### src/rtl/cis_pkg.sv
// package: constants and carriers for the cpu interrupt sequencer
package cis_pkg;
    localparam int          CIS_NUM_SRC      = 16;
    localparam int          CIS_VEC_W        = 5;
    localparam int          CIS_PC_W         = 16;
    localparam int          CIS_GIE_BIT      = 7;
    localparam logic [4:0]  CIS_RESET_VEC    = 5'h00;
    localparam int          CIS_CLK_MHZ      = 100;
    localparam int          CIS_ENTRY_CYC    = 4;
    localparam int          CIS_JUMP_CYC     = 3;
    localparam int          CIS_WAKE_CYC     = 4;
    localparam int          CIS_RETURN_CYC   = 4;
    localparam int          CIS_PC_PUSH_DEC  = 2;
    localparam int          CIS_PC_POP_INC   = 2;
    localparam logic [7:0]  CIS_FLAG_RESET   = 8'h00;
    localparam logic [3:0]  CIS_CNT_ZERO     = 4'h0;

    // per-cycle instruction report from the fetch/execute pipeline
    typedef struct packed {
        logic boundary;
        logic is_return_from_handler_instr;
        logic is_sei;
        logic is_cli;
        logic sleeping;
    } cis_instr_t;

    // stack and vector request towards the pipeline
    typedef struct packed {
        logic                 push_pc;
        logic                 pop_pc;
        logic                 vector_go;
        logic [CIS_VEC_W-1:0] vector;
    } cis_seq_t;
endpackage

### src/rtl/cis_arbiter.sv
// lowest-index arbiter over pending and enabled sources
`timescale 1ns/1ps
`default_nettype none
module cis_arbiter
    import cis_pkg::*;
#(
    parameter int N = CIS_NUM_SRC
) (
    // candidates
    input  wire logic [N-1:0]         request,
    // winner
    output logic                      found,
    output logic [CIS_VEC_W-1:0]      index
);
    always_comb begin
        found = 1'b0;
        index = '0;
        for (int i = N - 1; i >= 0; i--) begin
            if (request[i]) begin
                found = 1'b1;
                index = CIS_VEC_W'(i + 1);
            end
        end
    end
endmodule
`default_nettype wire

### src/rtl/cis_sequencer.sv
// cpu interrupt sequencer: gating, priority, entry and return timing
// Notes on behaviour
// - fire only if source and global enabled
// - distinct low vectors; lower vector wins
// - reset first, then external line zero
// - accepting an interrupt clears global enable
// - global enable in handler allows nesting
// - return from handler sets global enable
// - vectoring clears latched source flag
// - write one clears flag, zero keeps
// - flag latches even while source disabled
// - pending flags served in priority order
// - level sources request only while present
// - one main instruction after return
// - flag register not saved nor restored
// - disable instruction blocks same-cycle interrupt
// - instruction after enable runs first
// - entry takes four cycles, pushes pc
// - vector jump takes three cycles
// - multi-cycle instruction completes before entry
// - wake from sleep adds four cycles
// - return four cycles, pop, sp plus two
// - global enable is flag bit seven
// - push decrements stack pointer by two
`timescale 1ns/1ps
`default_nettype none
module cis_sequencer
    import cis_pkg::*;
#(
    parameter int        N           = CIS_NUM_SRC,
    parameter logic [N-1:0] LEVEL_MASK = '0
) (
    // clock and reset
    input  wire logic              clk_sys,
    input  wire logic              reset_n,
    // peripheral sources
    input  wire logic [N-1:0]      source_event,
    input  wire logic [N-1:0]      source_level,
    input  wire logic [N-1:0]      source_enable,
    input  wire logic [N-1:0]      flag_clear_write,
    // pipeline report
    input  wire cis_instr_t        instr,
    input  wire logic              flag_reg_write,
    input  wire logic [7:0]        flag_reg_wdata,
    input  wire logic [CIS_PC_W-1:0] stack_pointer_in,
    // status
    output logic [N-1:0]           pending_flag,
    output logic                   global_enable,
    output logic [7:0]             cpu_flag_register,
    // pipeline control
    output cis_seq_t               seq,
    output logic                   stall_fetch,
    output logic                   in_handler,
    output logic [CIS_PC_W-1:0]    stack_pointer_out,
    output logic                   stack_pointer_load,
    output logic                   jump_window
);
    typedef enum {
        CIS_IDLE,
        CIS_WAKE,
        CIS_ENTRY,
        CIS_JUMP,
        CIS_RETURN
    } cis_state_t;

    cis_state_t           state;
    logic [3:0]           count;
    logic                 hold_one;
    logic [N-1:0]         flag_latch;
    logic [N-1:0]         request_vec;
    logic                 found;
    logic [CIS_VEC_W-1:0] win_index;
    logic [CIS_VEC_W-1:0] taken_vec;
    logic                 accept;
    logic [7:0]           flag_bits;
    logic [N-1:0]         hw_clear;
    logic                 wake_last;
    logic                 entry_last;
    logic                 jump_last;
    logic                 return_last;
    logic [3:0]           nest_depth;

    // vector index carried by a source position
    function automatic logic [CIS_VEC_W-1:0] source_vector(input int unsigned i);
        source_vector = CIS_VEC_W'(i + 1);
    endfunction

    // last cycle of a counted step
    function automatic logic step_last(
        input cis_state_t now,
        input cis_state_t step,
        input logic [3:0] cnt
    );
        step_last = (now == step) && (cnt == CIS_CNT_ZERO);
    endfunction

    assign wake_last   = step_last(state, CIS_WAKE, count);
    assign entry_last  = step_last(state, CIS_ENTRY, count);
    assign jump_last   = step_last(state, CIS_JUMP, count);
    assign return_last = step_last(state, CIS_RETURN, count);

    assign pending_flag = flag_latch | (source_level & LEVEL_MASK);

    assign request_vec = pending_flag & source_enable & {N{global_enable}};

    cis_arbiter #(.N(N)) u_arbiter (
        .request (request_vec),
        .found   (found),
        .index   (win_index)
    );

    // disable in same cycle blocks accept
    assign accept = (state == CIS_IDLE) && found && instr.boundary
                    && !instr.is_cli && !hold_one;

    // flag set wins over both clears
    for (genvar i = 0; i < N; i++) begin : g_flag
        logic latched;

        assign hw_clear[i]   = accept && (win_index == source_vector(i));
        assign flag_latch[i] = latched;

        always_ff @(posedge clk_sys or negedge reset_n) begin
            if (!reset_n) begin
                latched <= 1'b0;
            end else if (LEVEL_MASK[i]) begin
                latched <= 1'b0;
            end else if (source_event[i]) begin
                latched <= 1'b1;
            end else if (flag_clear_write[i]) begin
                latched <= 1'b0;
            end else if (hw_clear[i]) begin
                latched <= 1'b0;
            end
        end
    end

    // only the enable bit is touched by hardware
    always_ff @(posedge clk_sys or negedge reset_n) begin
        if (!reset_n) begin
            flag_bits <= CIS_FLAG_RESET;
        end else if (accept) begin
            flag_bits[CIS_GIE_BIT] <= 1'b0;
        end else if (instr.is_cli) begin
            flag_bits[CIS_GIE_BIT] <= 1'b0;
        end else if (instr.is_sei) begin
            flag_bits[CIS_GIE_BIT] <= 1'b1;
        end else if (state == CIS_RETURN && count == CIS_CNT_ZERO) begin
            flag_bits[CIS_GIE_BIT] <= 1'b1;
        end else if (flag_reg_write) begin
            flag_bits <= flag_reg_wdata;
        end
    end

    assign global_enable     = flag_bits[CIS_GIE_BIT];
    assign cpu_flag_register = flag_bits;

    always_ff @(posedge clk_sys or negedge reset_n) begin
        if (!reset_n) begin
            hold_one <= 1'b0;
        end else if (instr.is_sei && !global_enable) begin
            hold_one <= 1'b1;
        end else if (state == CIS_RETURN && count == CIS_CNT_ZERO) begin
            hold_one <= 1'b1;
        end else if (instr.boundary && state == CIS_IDLE) begin
            hold_one <= 1'b0;
        end
    end

    // vector capture at accept
    always_ff @(posedge clk_sys or negedge reset_n) begin
        if (!reset_n) begin
            taken_vec <= CIS_RESET_VEC;
        end else if (accept) begin
            taken_vec <= win_index;
        end
    end

    // entry, jump and return sequencing
    always_ff @(posedge clk_sys or negedge reset_n) begin
        if (!reset_n) begin
            state <= CIS_IDLE;
        end else begin
            case (state)
                CIS_IDLE: begin
                    if (accept && instr.sleeping) begin
                        state <= CIS_WAKE;
                    end else if (accept) begin
                        state <= CIS_ENTRY;
                    end else if (instr.is_return_from_handler_instr) begin
                        state <= CIS_RETURN;
                    end
                end
                CIS_WAKE: begin
                    if (wake_last) begin
                        state <= CIS_ENTRY;
                    end
                end
                CIS_ENTRY: begin
                    if (entry_last) begin
                        state <= CIS_JUMP;
                    end
                end
                CIS_JUMP: begin
                    if (jump_last) begin
                        state <= CIS_IDLE;
                    end
                end
                CIS_RETURN: begin
                    if (return_last) begin
                        state <= CIS_IDLE;
                    end
                end
                default: begin
                    state <= CIS_IDLE;
                end
            endcase
        end
    end

    // step counter, reloaded at each step change
    always_ff @(posedge clk_sys or negedge reset_n) begin
        if (!reset_n) begin
            count <= CIS_CNT_ZERO;
        end else begin
            case (state)
                CIS_IDLE: begin
                    if (accept && instr.sleeping) begin
                        count <= 4'(CIS_WAKE_CYC - 1);
                    end else if (accept) begin
                        count <= 4'(CIS_ENTRY_CYC - 1);
                    end else if (instr.is_return_from_handler_instr) begin
                        count <= 4'(CIS_RETURN_CYC - 1);
                    end
                end
                CIS_WAKE: begin
                    if (wake_last) begin
                        count <= 4'(CIS_ENTRY_CYC - 1);
                    end else begin
                        count <= count - 4'h1;
                    end
                end
                CIS_ENTRY: begin
                    if (entry_last) begin
                        count <= 4'(CIS_JUMP_CYC - 1);
                    end else begin
                        count <= count - 4'h1;
                    end
                end
                CIS_JUMP, CIS_RETURN: begin
                    if (!jump_last && !return_last) begin
                        count <= count - 4'h1;
                    end
                end
                default: begin
                    count <= CIS_CNT_ZERO;
                end
            endcase
        end
    end

    always_ff @(posedge clk_sys or negedge reset_n) begin
        if (!reset_n) begin
            nest_depth <= CIS_CNT_ZERO;
        end else if (entry_last) begin
            nest_depth <= nest_depth + 4'h1;
        end else if (return_last && nest_depth != CIS_CNT_ZERO) begin
            nest_depth <= nest_depth - 4'h1;
        end
    end

    // handler status held until outermost return
    always_ff @(posedge clk_sys or negedge reset_n) begin
        if (!reset_n) begin
            in_handler <= 1'b0;
        end else if (entry_last) begin
            in_handler <= 1'b1;
        end else if (return_last && nest_depth <= 4'h1) begin
            in_handler <= 1'b0;
        end
    end

    // stack pointer outputs, registered
    always_ff @(posedge clk_sys or negedge reset_n) begin
        if (!reset_n) begin
            stack_pointer_out  <= '0;
            stack_pointer_load <= 1'b0;
        end else if (state == CIS_ENTRY && count == CIS_CNT_ZERO) begin
            stack_pointer_out  <= stack_pointer_in - CIS_PC_W'(CIS_PC_PUSH_DEC);
            stack_pointer_load <= 1'b1;
        end else if (state == CIS_RETURN && count == CIS_CNT_ZERO) begin
            stack_pointer_out  <= stack_pointer_in + CIS_PC_W'(CIS_PC_POP_INC);
            stack_pointer_load <= 1'b1;
        end else begin
            stack_pointer_load <= 1'b0;
        end
    end

    assign seq.push_pc   = (state == CIS_ENTRY);
    assign seq.pop_pc    = (state == CIS_RETURN);
    assign seq.vector_go = (state == CIS_ENTRY) && (count == CIS_CNT_ZERO);
    assign seq.vector    = taken_vec;
    assign stall_fetch   = (state != CIS_IDLE);
    assign jump_window   = (state == CIS_JUMP);
endmodule
`default_nettype wire

### config.mk
export PLATFORM = sky130hd
export DESIGN_NAME = cis_sequencer
export DESIGN_NICKNAME = d
export VERILOG_FILES = /design/src/rtl/cis_pkg.sv /design/src/rtl/cis_arbiter.sv /design/src/rtl/cis_sequencer.sv
export SDC_FILE = /design/constraint.sdc
export NUM_CORES = 1
export LEC_CHECK = 0
export BUFFER_PORTS_ARGS = -buffer_cell sky130_fd_sc_hd__buf_2
export CAP_MARGIN = 20
export CORE_MARGIN = 2
export CORE_UTILIZATION = 54
export CTS_BUF_LIST = sky130_fd_sc_hd__clkbuf_16
export CTS_CLUSTER_DIAMETER = 60
export DETAILED_ROUTE_END_ITERATION = 16
export PLACE_DENSITY = 0.87
export SLEW_MARGIN = 20
export SYNTH_ARGS = -nofsm -noshare
export SYNTH_HDL_FRONTEND = slang
export SYNTH_SLANG_ARGS = --single-unit
### constraint.sdc
create_clock -name clk_sys -period 6.8 [get_ports clk_sys]
set_clock_uncertainty 0.2 [all_clocks]
set_input_delay 1.02 -clock clk_sys [delete_from_list [all_inputs] [get_ports clk_sys]]
set_output_delay 1.02 -clock clk_sys [all_outputs]
set_load 0.01 [all_outputs]
* Word level (Yosys, flattened, before mapping)
Index checks and enable logic that the tools add are counted.
Word-level totals: bits in registers 88, bits in latches 0, memory bits (writable) 0, bits in read-only memories 0, input port bits 96, output and inout port bits 53, logic and storage cells 244, memories kept 0
Operators by class: add/sub/neg operators 5, $mul 0, div/mod/pow operators 0, $lt $le $gt $ge 1, equality and inequality tests 30, shifts and indexed selects 0, mux-type cells 111, bitwise logic cells 6, reductions and logical operators 65
Operators by type and width (number):
- two-way mux 32 bit | 7
- case mux 32 bit (5 select lines) | 1
- == test 32 x 2 -> 1 bit, second input constant | 3
- == test 32 x 3 -> 1 bit, second input constant | 3
- two-way mux 5 bit | 16
- two-way mux 1 bit | 75
- zero test 32 bit | 2
- nonzero test 3 bit | 17
- == test 5 x 4 -> 1 bit, second input constant | 8
- AND 16 bit | 2
- == test 32 x 1 -> 1 bit, second input constant | 1
- == test 32 x 4 -> 1 bit, second input constant | 1
- two-way mux 16 bit | 2
- two-way mux 4 bit | 8
- nonzero test 32 bit | 1
- logical AND 1 bit | 30
- == test 5 x 3 -> 1 bit, second input constant | 4
- adder 16 x 2 -> 16 bit, second input constant | 1
- case mux 4 bit (4 select lines) | 1
- subtractor 16 x 2 -> 16 bit, second input constant | 1
- == test 5 x 2 -> 1 bit, second input constant | 2
- != test 2 bit, second input constant | 5
- AND reduction 5 bit | 2
- two-way mux 8 bit | 1
- 14 further kinds | 24

* Depth between registers and ports, before layout
depth in word-level cells 26, gate-level depth with buffers 12

* Cells and area by module
A second synthesis with hierarchy kept.
Unflattened totals: cells, all modules 437, area, all modules 3846.2 um^2
Modules (own cells, without submodules):
- cis_sequencer | instances 1, cells each 405, area an instance 3659.8 um^2, seq. area each 1476.4 um^2
- cis_arbiter | instances 1, cells each 32, area an instance 186.4 um^2, seq. area each 0.0 um^2

* Worst setup path before layout
Ideal clock, no wire load.
path kind reg-to-reg, from register count[0], to register stack_pointer_out[14], data arrival time 3124 ps, data required time 6478 ps, setup slack 3354 ps, stages on the path, launching flop included 12, buffers on the path 0, clock period less this slack 3446 ps, cell sequence dfrtp_1 -> inv_1 -> ha_1 -> nor3b_1 -> nand2_1 -> inv_1 -> ha_1 -> a21oi_1 -> o211ai_1 -> o311ai_0 -> mux2i_1 -> a32o_1
Between the ends: cells in the longest elaborated chain, start to end 3, elaborated cells on any way between the ends 5, those cells by class 1 x mux; 4 x reduce/logical
RTL lines:
- start, declared | RTL line cis_sequencer.sv:67 | logic [3:0] count;
- start signal, assigned | RTL line cis_sequencer.sv:229 | count <= 4'(CIS_WAKE_CYC - 1);
- start signal, assigned | RTL line cis_sequencer.sv:231 | count <= 4'(CIS_ENTRY_CYC - 1);
- start signal, assigned | RTL line cis_sequencer.sv:233 | count <= 4'(CIS_RETURN_CYC - 1);
- zero test 4 bit *
- logical AND 1 bit *
- named net entry_last | RTL line cis_sequencer.sv:78 | logic entry_last;
- two-way mux 16 bit / nonzero test 2 bit (equally long branches)
- end signal, assigned | RTL line cis_sequencer.sv:289 | stack_pointer_out <= stack_pointer_in - CIS_PC_W'(CIS_PC_PUSH_DEC);
- end signal, assigned | RTL line cis_sequencer.sv:292 | stack_pointer_out <= stack_pointer_in + CIS_PC_W'(CIS_PC_POP_INC);
- end, declared | RTL line cis_sequencer.sv:54 | output logic [CIS_PC_W-1:0] stack_pointer_out,
Mark *: on every way through the listed nets, which the timed path passes. The rest lies on a longest branch. A chain may end at the register's enable or synchronous reset.

* Worst setup path after layout
from register count[0], to register stack_pointer_out[12]
Between the ends: cells in the longest elaborated chain, start to end 3, elaborated cells on any way between the ends 5, those cells by class 1 x mux; 4 x reduce/logical
RTL lines (RTL line):
- zero test 4 bit * | cis_sequencer.sv:288, cis_sequencer.sv:291
- logical AND 1 bit, on equally long branches | cis_sequencer.sv:288, cis_sequencer.sv:291
- two-way mux 16 bit / nonzero test 2 bit (equally long branches)
Every way passes the cells marked *; elsewhere a longest branch is shown, timed or not.

==> results.py <==
metrics = {
    "clock_network": {
        "cts_setup_buffers": 0,
        "cts_resized": 0,
        "h-tree-depth": 3,
        "cts_root_buf": "clkbuf_16",
        "tritoncts": "yes",
        "cts_hold_buf": 0,
        "cts_buffers": 9,
        "path_clk_slew_ns": 0.05,
        "cts.sinks": 59,
        "clock_latency_ns": 0.33,
        "cts_buffer_depth": 2,
    },
    "power": {
        "finalPower_mw": 1.53,
        "power_per_cell_area_nw_per_um2": 319,
        "p_leak_nw": 2.35,
        "ir_drop_mv": 0.169,
    },
    "layout": {
        "layout.nets": 663,
        "fin_util": 0.698,
        "final_cell_mix": "buf_2 (132), dfrtp_1 (59), nand2_1 (43)",
        "layout_commonest_cell": "buf_2",
        "post_layout_nonfiller_instances": 649,
        "num_antenna_cells": 0,
        "area_growth_pct": 24.1,
        "fill_cells": 554,
        "final_area_sq_um": 4790,
        "drive_gt1_frac": 0.302,
    },
    "worst_setup_path": {
        "slowest_stage": "o311ai_0",
        "critPathKind": "reg2reg",
        "crit_family": "compound AO/OA/AOI/OAI gates",
        "crit_required_ns": 6.80,
        "cp-start-kind": "register",
        "cp-end-kind": "register",
        "critPathBufInv": 2,
        "arrival_ns": 4.34,
        "worstPathMaxFanout": 18,
        "cp_cell_sequence": "inv_1, ha_1, nor3b_1, nand2_1, inv_1, ha_1, a21oi_1, o211ai_1, o311ai_0, nand2b_1, xnor2_1, o21ai_0",
        "slowest_delay_ns": 0.61,
    },
    "global_route": {
        "grt_pass1_wl_mm": 16.0,
        "track_usage": 0.263,
        "grt_pass1_vias": 3577,
        "antenna_found_initial": 1,
        "grt_max_degree": 60,
        "globalRouteOverflowTotal": 0,
    },
    "placement": {
        "placedCellCount": 633,
        "postPlaceCellArea_sq_um": 4490,
        "dp_hpwl_mm": 7.61,
        "gp_congestion": 0.892,
        "port_buffers": 132,
    },
    "floorplan": {
        "coreArea_sq_um": 6870,
        "num_rows": 30,
        "ios": 149,
        "die_area_sq_um": 7850,
        "start_util": 0.562,
        "die_h_microns": 88.6,
        "fp.dieW_microns": 88.6,
    },
    "sta": {
        "setup_viol": 0,
        "finalSetupTns_ns": 0,
        "hold_viol": 0,
        "worst_slew_pin_slew_ns": 0.755,
        "maxSlewViolCount": 0,
        "slew_headroom": 0.497,
        "fin_crit_sh": 0.638,
        "period_needed_ns": 4.34,
        "fmax_mhz": 230,
        "rsz0062_at_grt": "no",
    },
    "logic_synthesis": {
        "synth_seq_cells": 59,
        "synthDistinctLibCells": 61,
        "synth_fp_nets": 544,
        "synth_warnings": 0,
        "synth_ff_type": "dfrtp_1",
        "synth_edf_count": 0,
        "syn_area_per_cell_sq_um": 9.00,
        "syn-cell-area_sq_um": 3860,
        "ys_seq_area_frac": 0.382,
        "async_flop_share": 1.00,
        "synthCells": 429,
    },
    "status": {
        "status": "finished clean",
    },
    "routing": {
        "ant_nets": 0,
        "drc_errors": 0,
        "finalWirelength_mm": 10.2,
        "first_pass_iters": 4,
        "routedWlPerCell_microns": 15.7,
        "vias": 3713,
        "dr.first_iter.drc_count": 156,
        "via_per_inst": 5.72,
    },
    "worst_hold_path": {
        "min_path_type": "reg2reg",
    },
    "flow_run": {
        "cap_violations": 0,
    },
}
## registers in the layout (all words and copies together) (netlist names)
name                flops
stack_pointer_out      16
count                   4
cpu_flag_register       8
hold_one                1
taken_vec               5
in_handler              1
state                   3
nest_depth              4
stack_pointer_load      1
g_flag.latched         16
## metal layers
metal	vias up	GRT usage	wire length, microns
li1	1793	-	-
met1	1736	0.288	3970
met5	-	0	16
met4	2	0.132	283
met2	153	0.475	5230
met3	29	0.0634	703
## metrics by stage
stage                     setup slack (ns)  hold WS [ns]
after floorplan                       3.35         0.243
after global placement                2.64         0.259
after detailed placement              2.54         0.261
after CTS                             2.48         0.274
after global routing                  2.10         0.294
final                                 2.46         0.271
## where the power goes
part	internal, mW	total [mW]	switching [mW]
Sequential	0.465	0.552	0.0869
Clock	0.316	0.479	0.163
Combinational	0.220	0.501	0.281
Total	1.00	1.53	0.530
## worst reg2reg max path, cell delays in order (launching register included)
cell      delay [ns]
dfrtp_1         0.43
inv_1           0.13
ha_1            0.16
nor3b_1         0.44
nand2_1         0.31
inv_1           0.57
ha_1            0.42
a21oi_1         0.26
o211ai_1        0.25
o311ai_0        0.61
nand2b_1        0.16
xnor2_1         0.17
o21ai_0         0.09
## synth_stat cells, drive strengths merged, types with 8 or more instances
cell type,instances,share of area
nand2,43,0.042
nor2,18,0.017
buf,21,0.040
a21oi,35,0.045
dfrtp,59,0.38
o21ai,33,0.043
nor3,11,0.018
inv,33,0.032
a31o,8,0.018
nor3b,8,0.016
ha,18,0.058
nand2b,11,0.018
mux2,9,0.026
nand3,14,0.018
## final cells by class
type,count,area (sq um),area share
multi-input combinational,311,2090,0.436
sequential,59,1480,0.308
timing repair buffer,134,676,0.141
clock buffer,9,225,0.0470
inverter,33,124,0.0258
tap,96,120,0.0251
clock inverter,7,83.8,0.0175
## final timing paths
path                          startpoint               endpoint  slack, ns  cells after the start
min                        nest_depth[3]          nest_depth[3]       0.27                      1
max                             count[0]  stack_pointer_out[12]       2.46                     12
max in group asynchronous        reset_n  stack_pointer_out[12]       5.26                      2
max reg2reg                     count[0]  stack_pointer_out[12]       2.46                     12
min reg2reg                nest_depth[3]          nest_depth[3]       0.27                      1
min in group asynchronous        reset_n               count[2]       0.65                      2
## kinds of logic (layout without fill, tap and decap cells)
kind of cell	count (synthesis)	in the layout	share of synthesized area
AND/OR/NAND/NOR	135	135	0.186
AO/OA/AOI/OAI	134	134	0.232
flip-flops	59	59	0.382
buffers and inverters	59	183	0.0774
adder cells (fa/ha/maj)	19	19	0.0635
multiplexers	12	12	0.0340
XOR/XNOR	11	11	0.0249
Power figures use the tool's default switching activity.
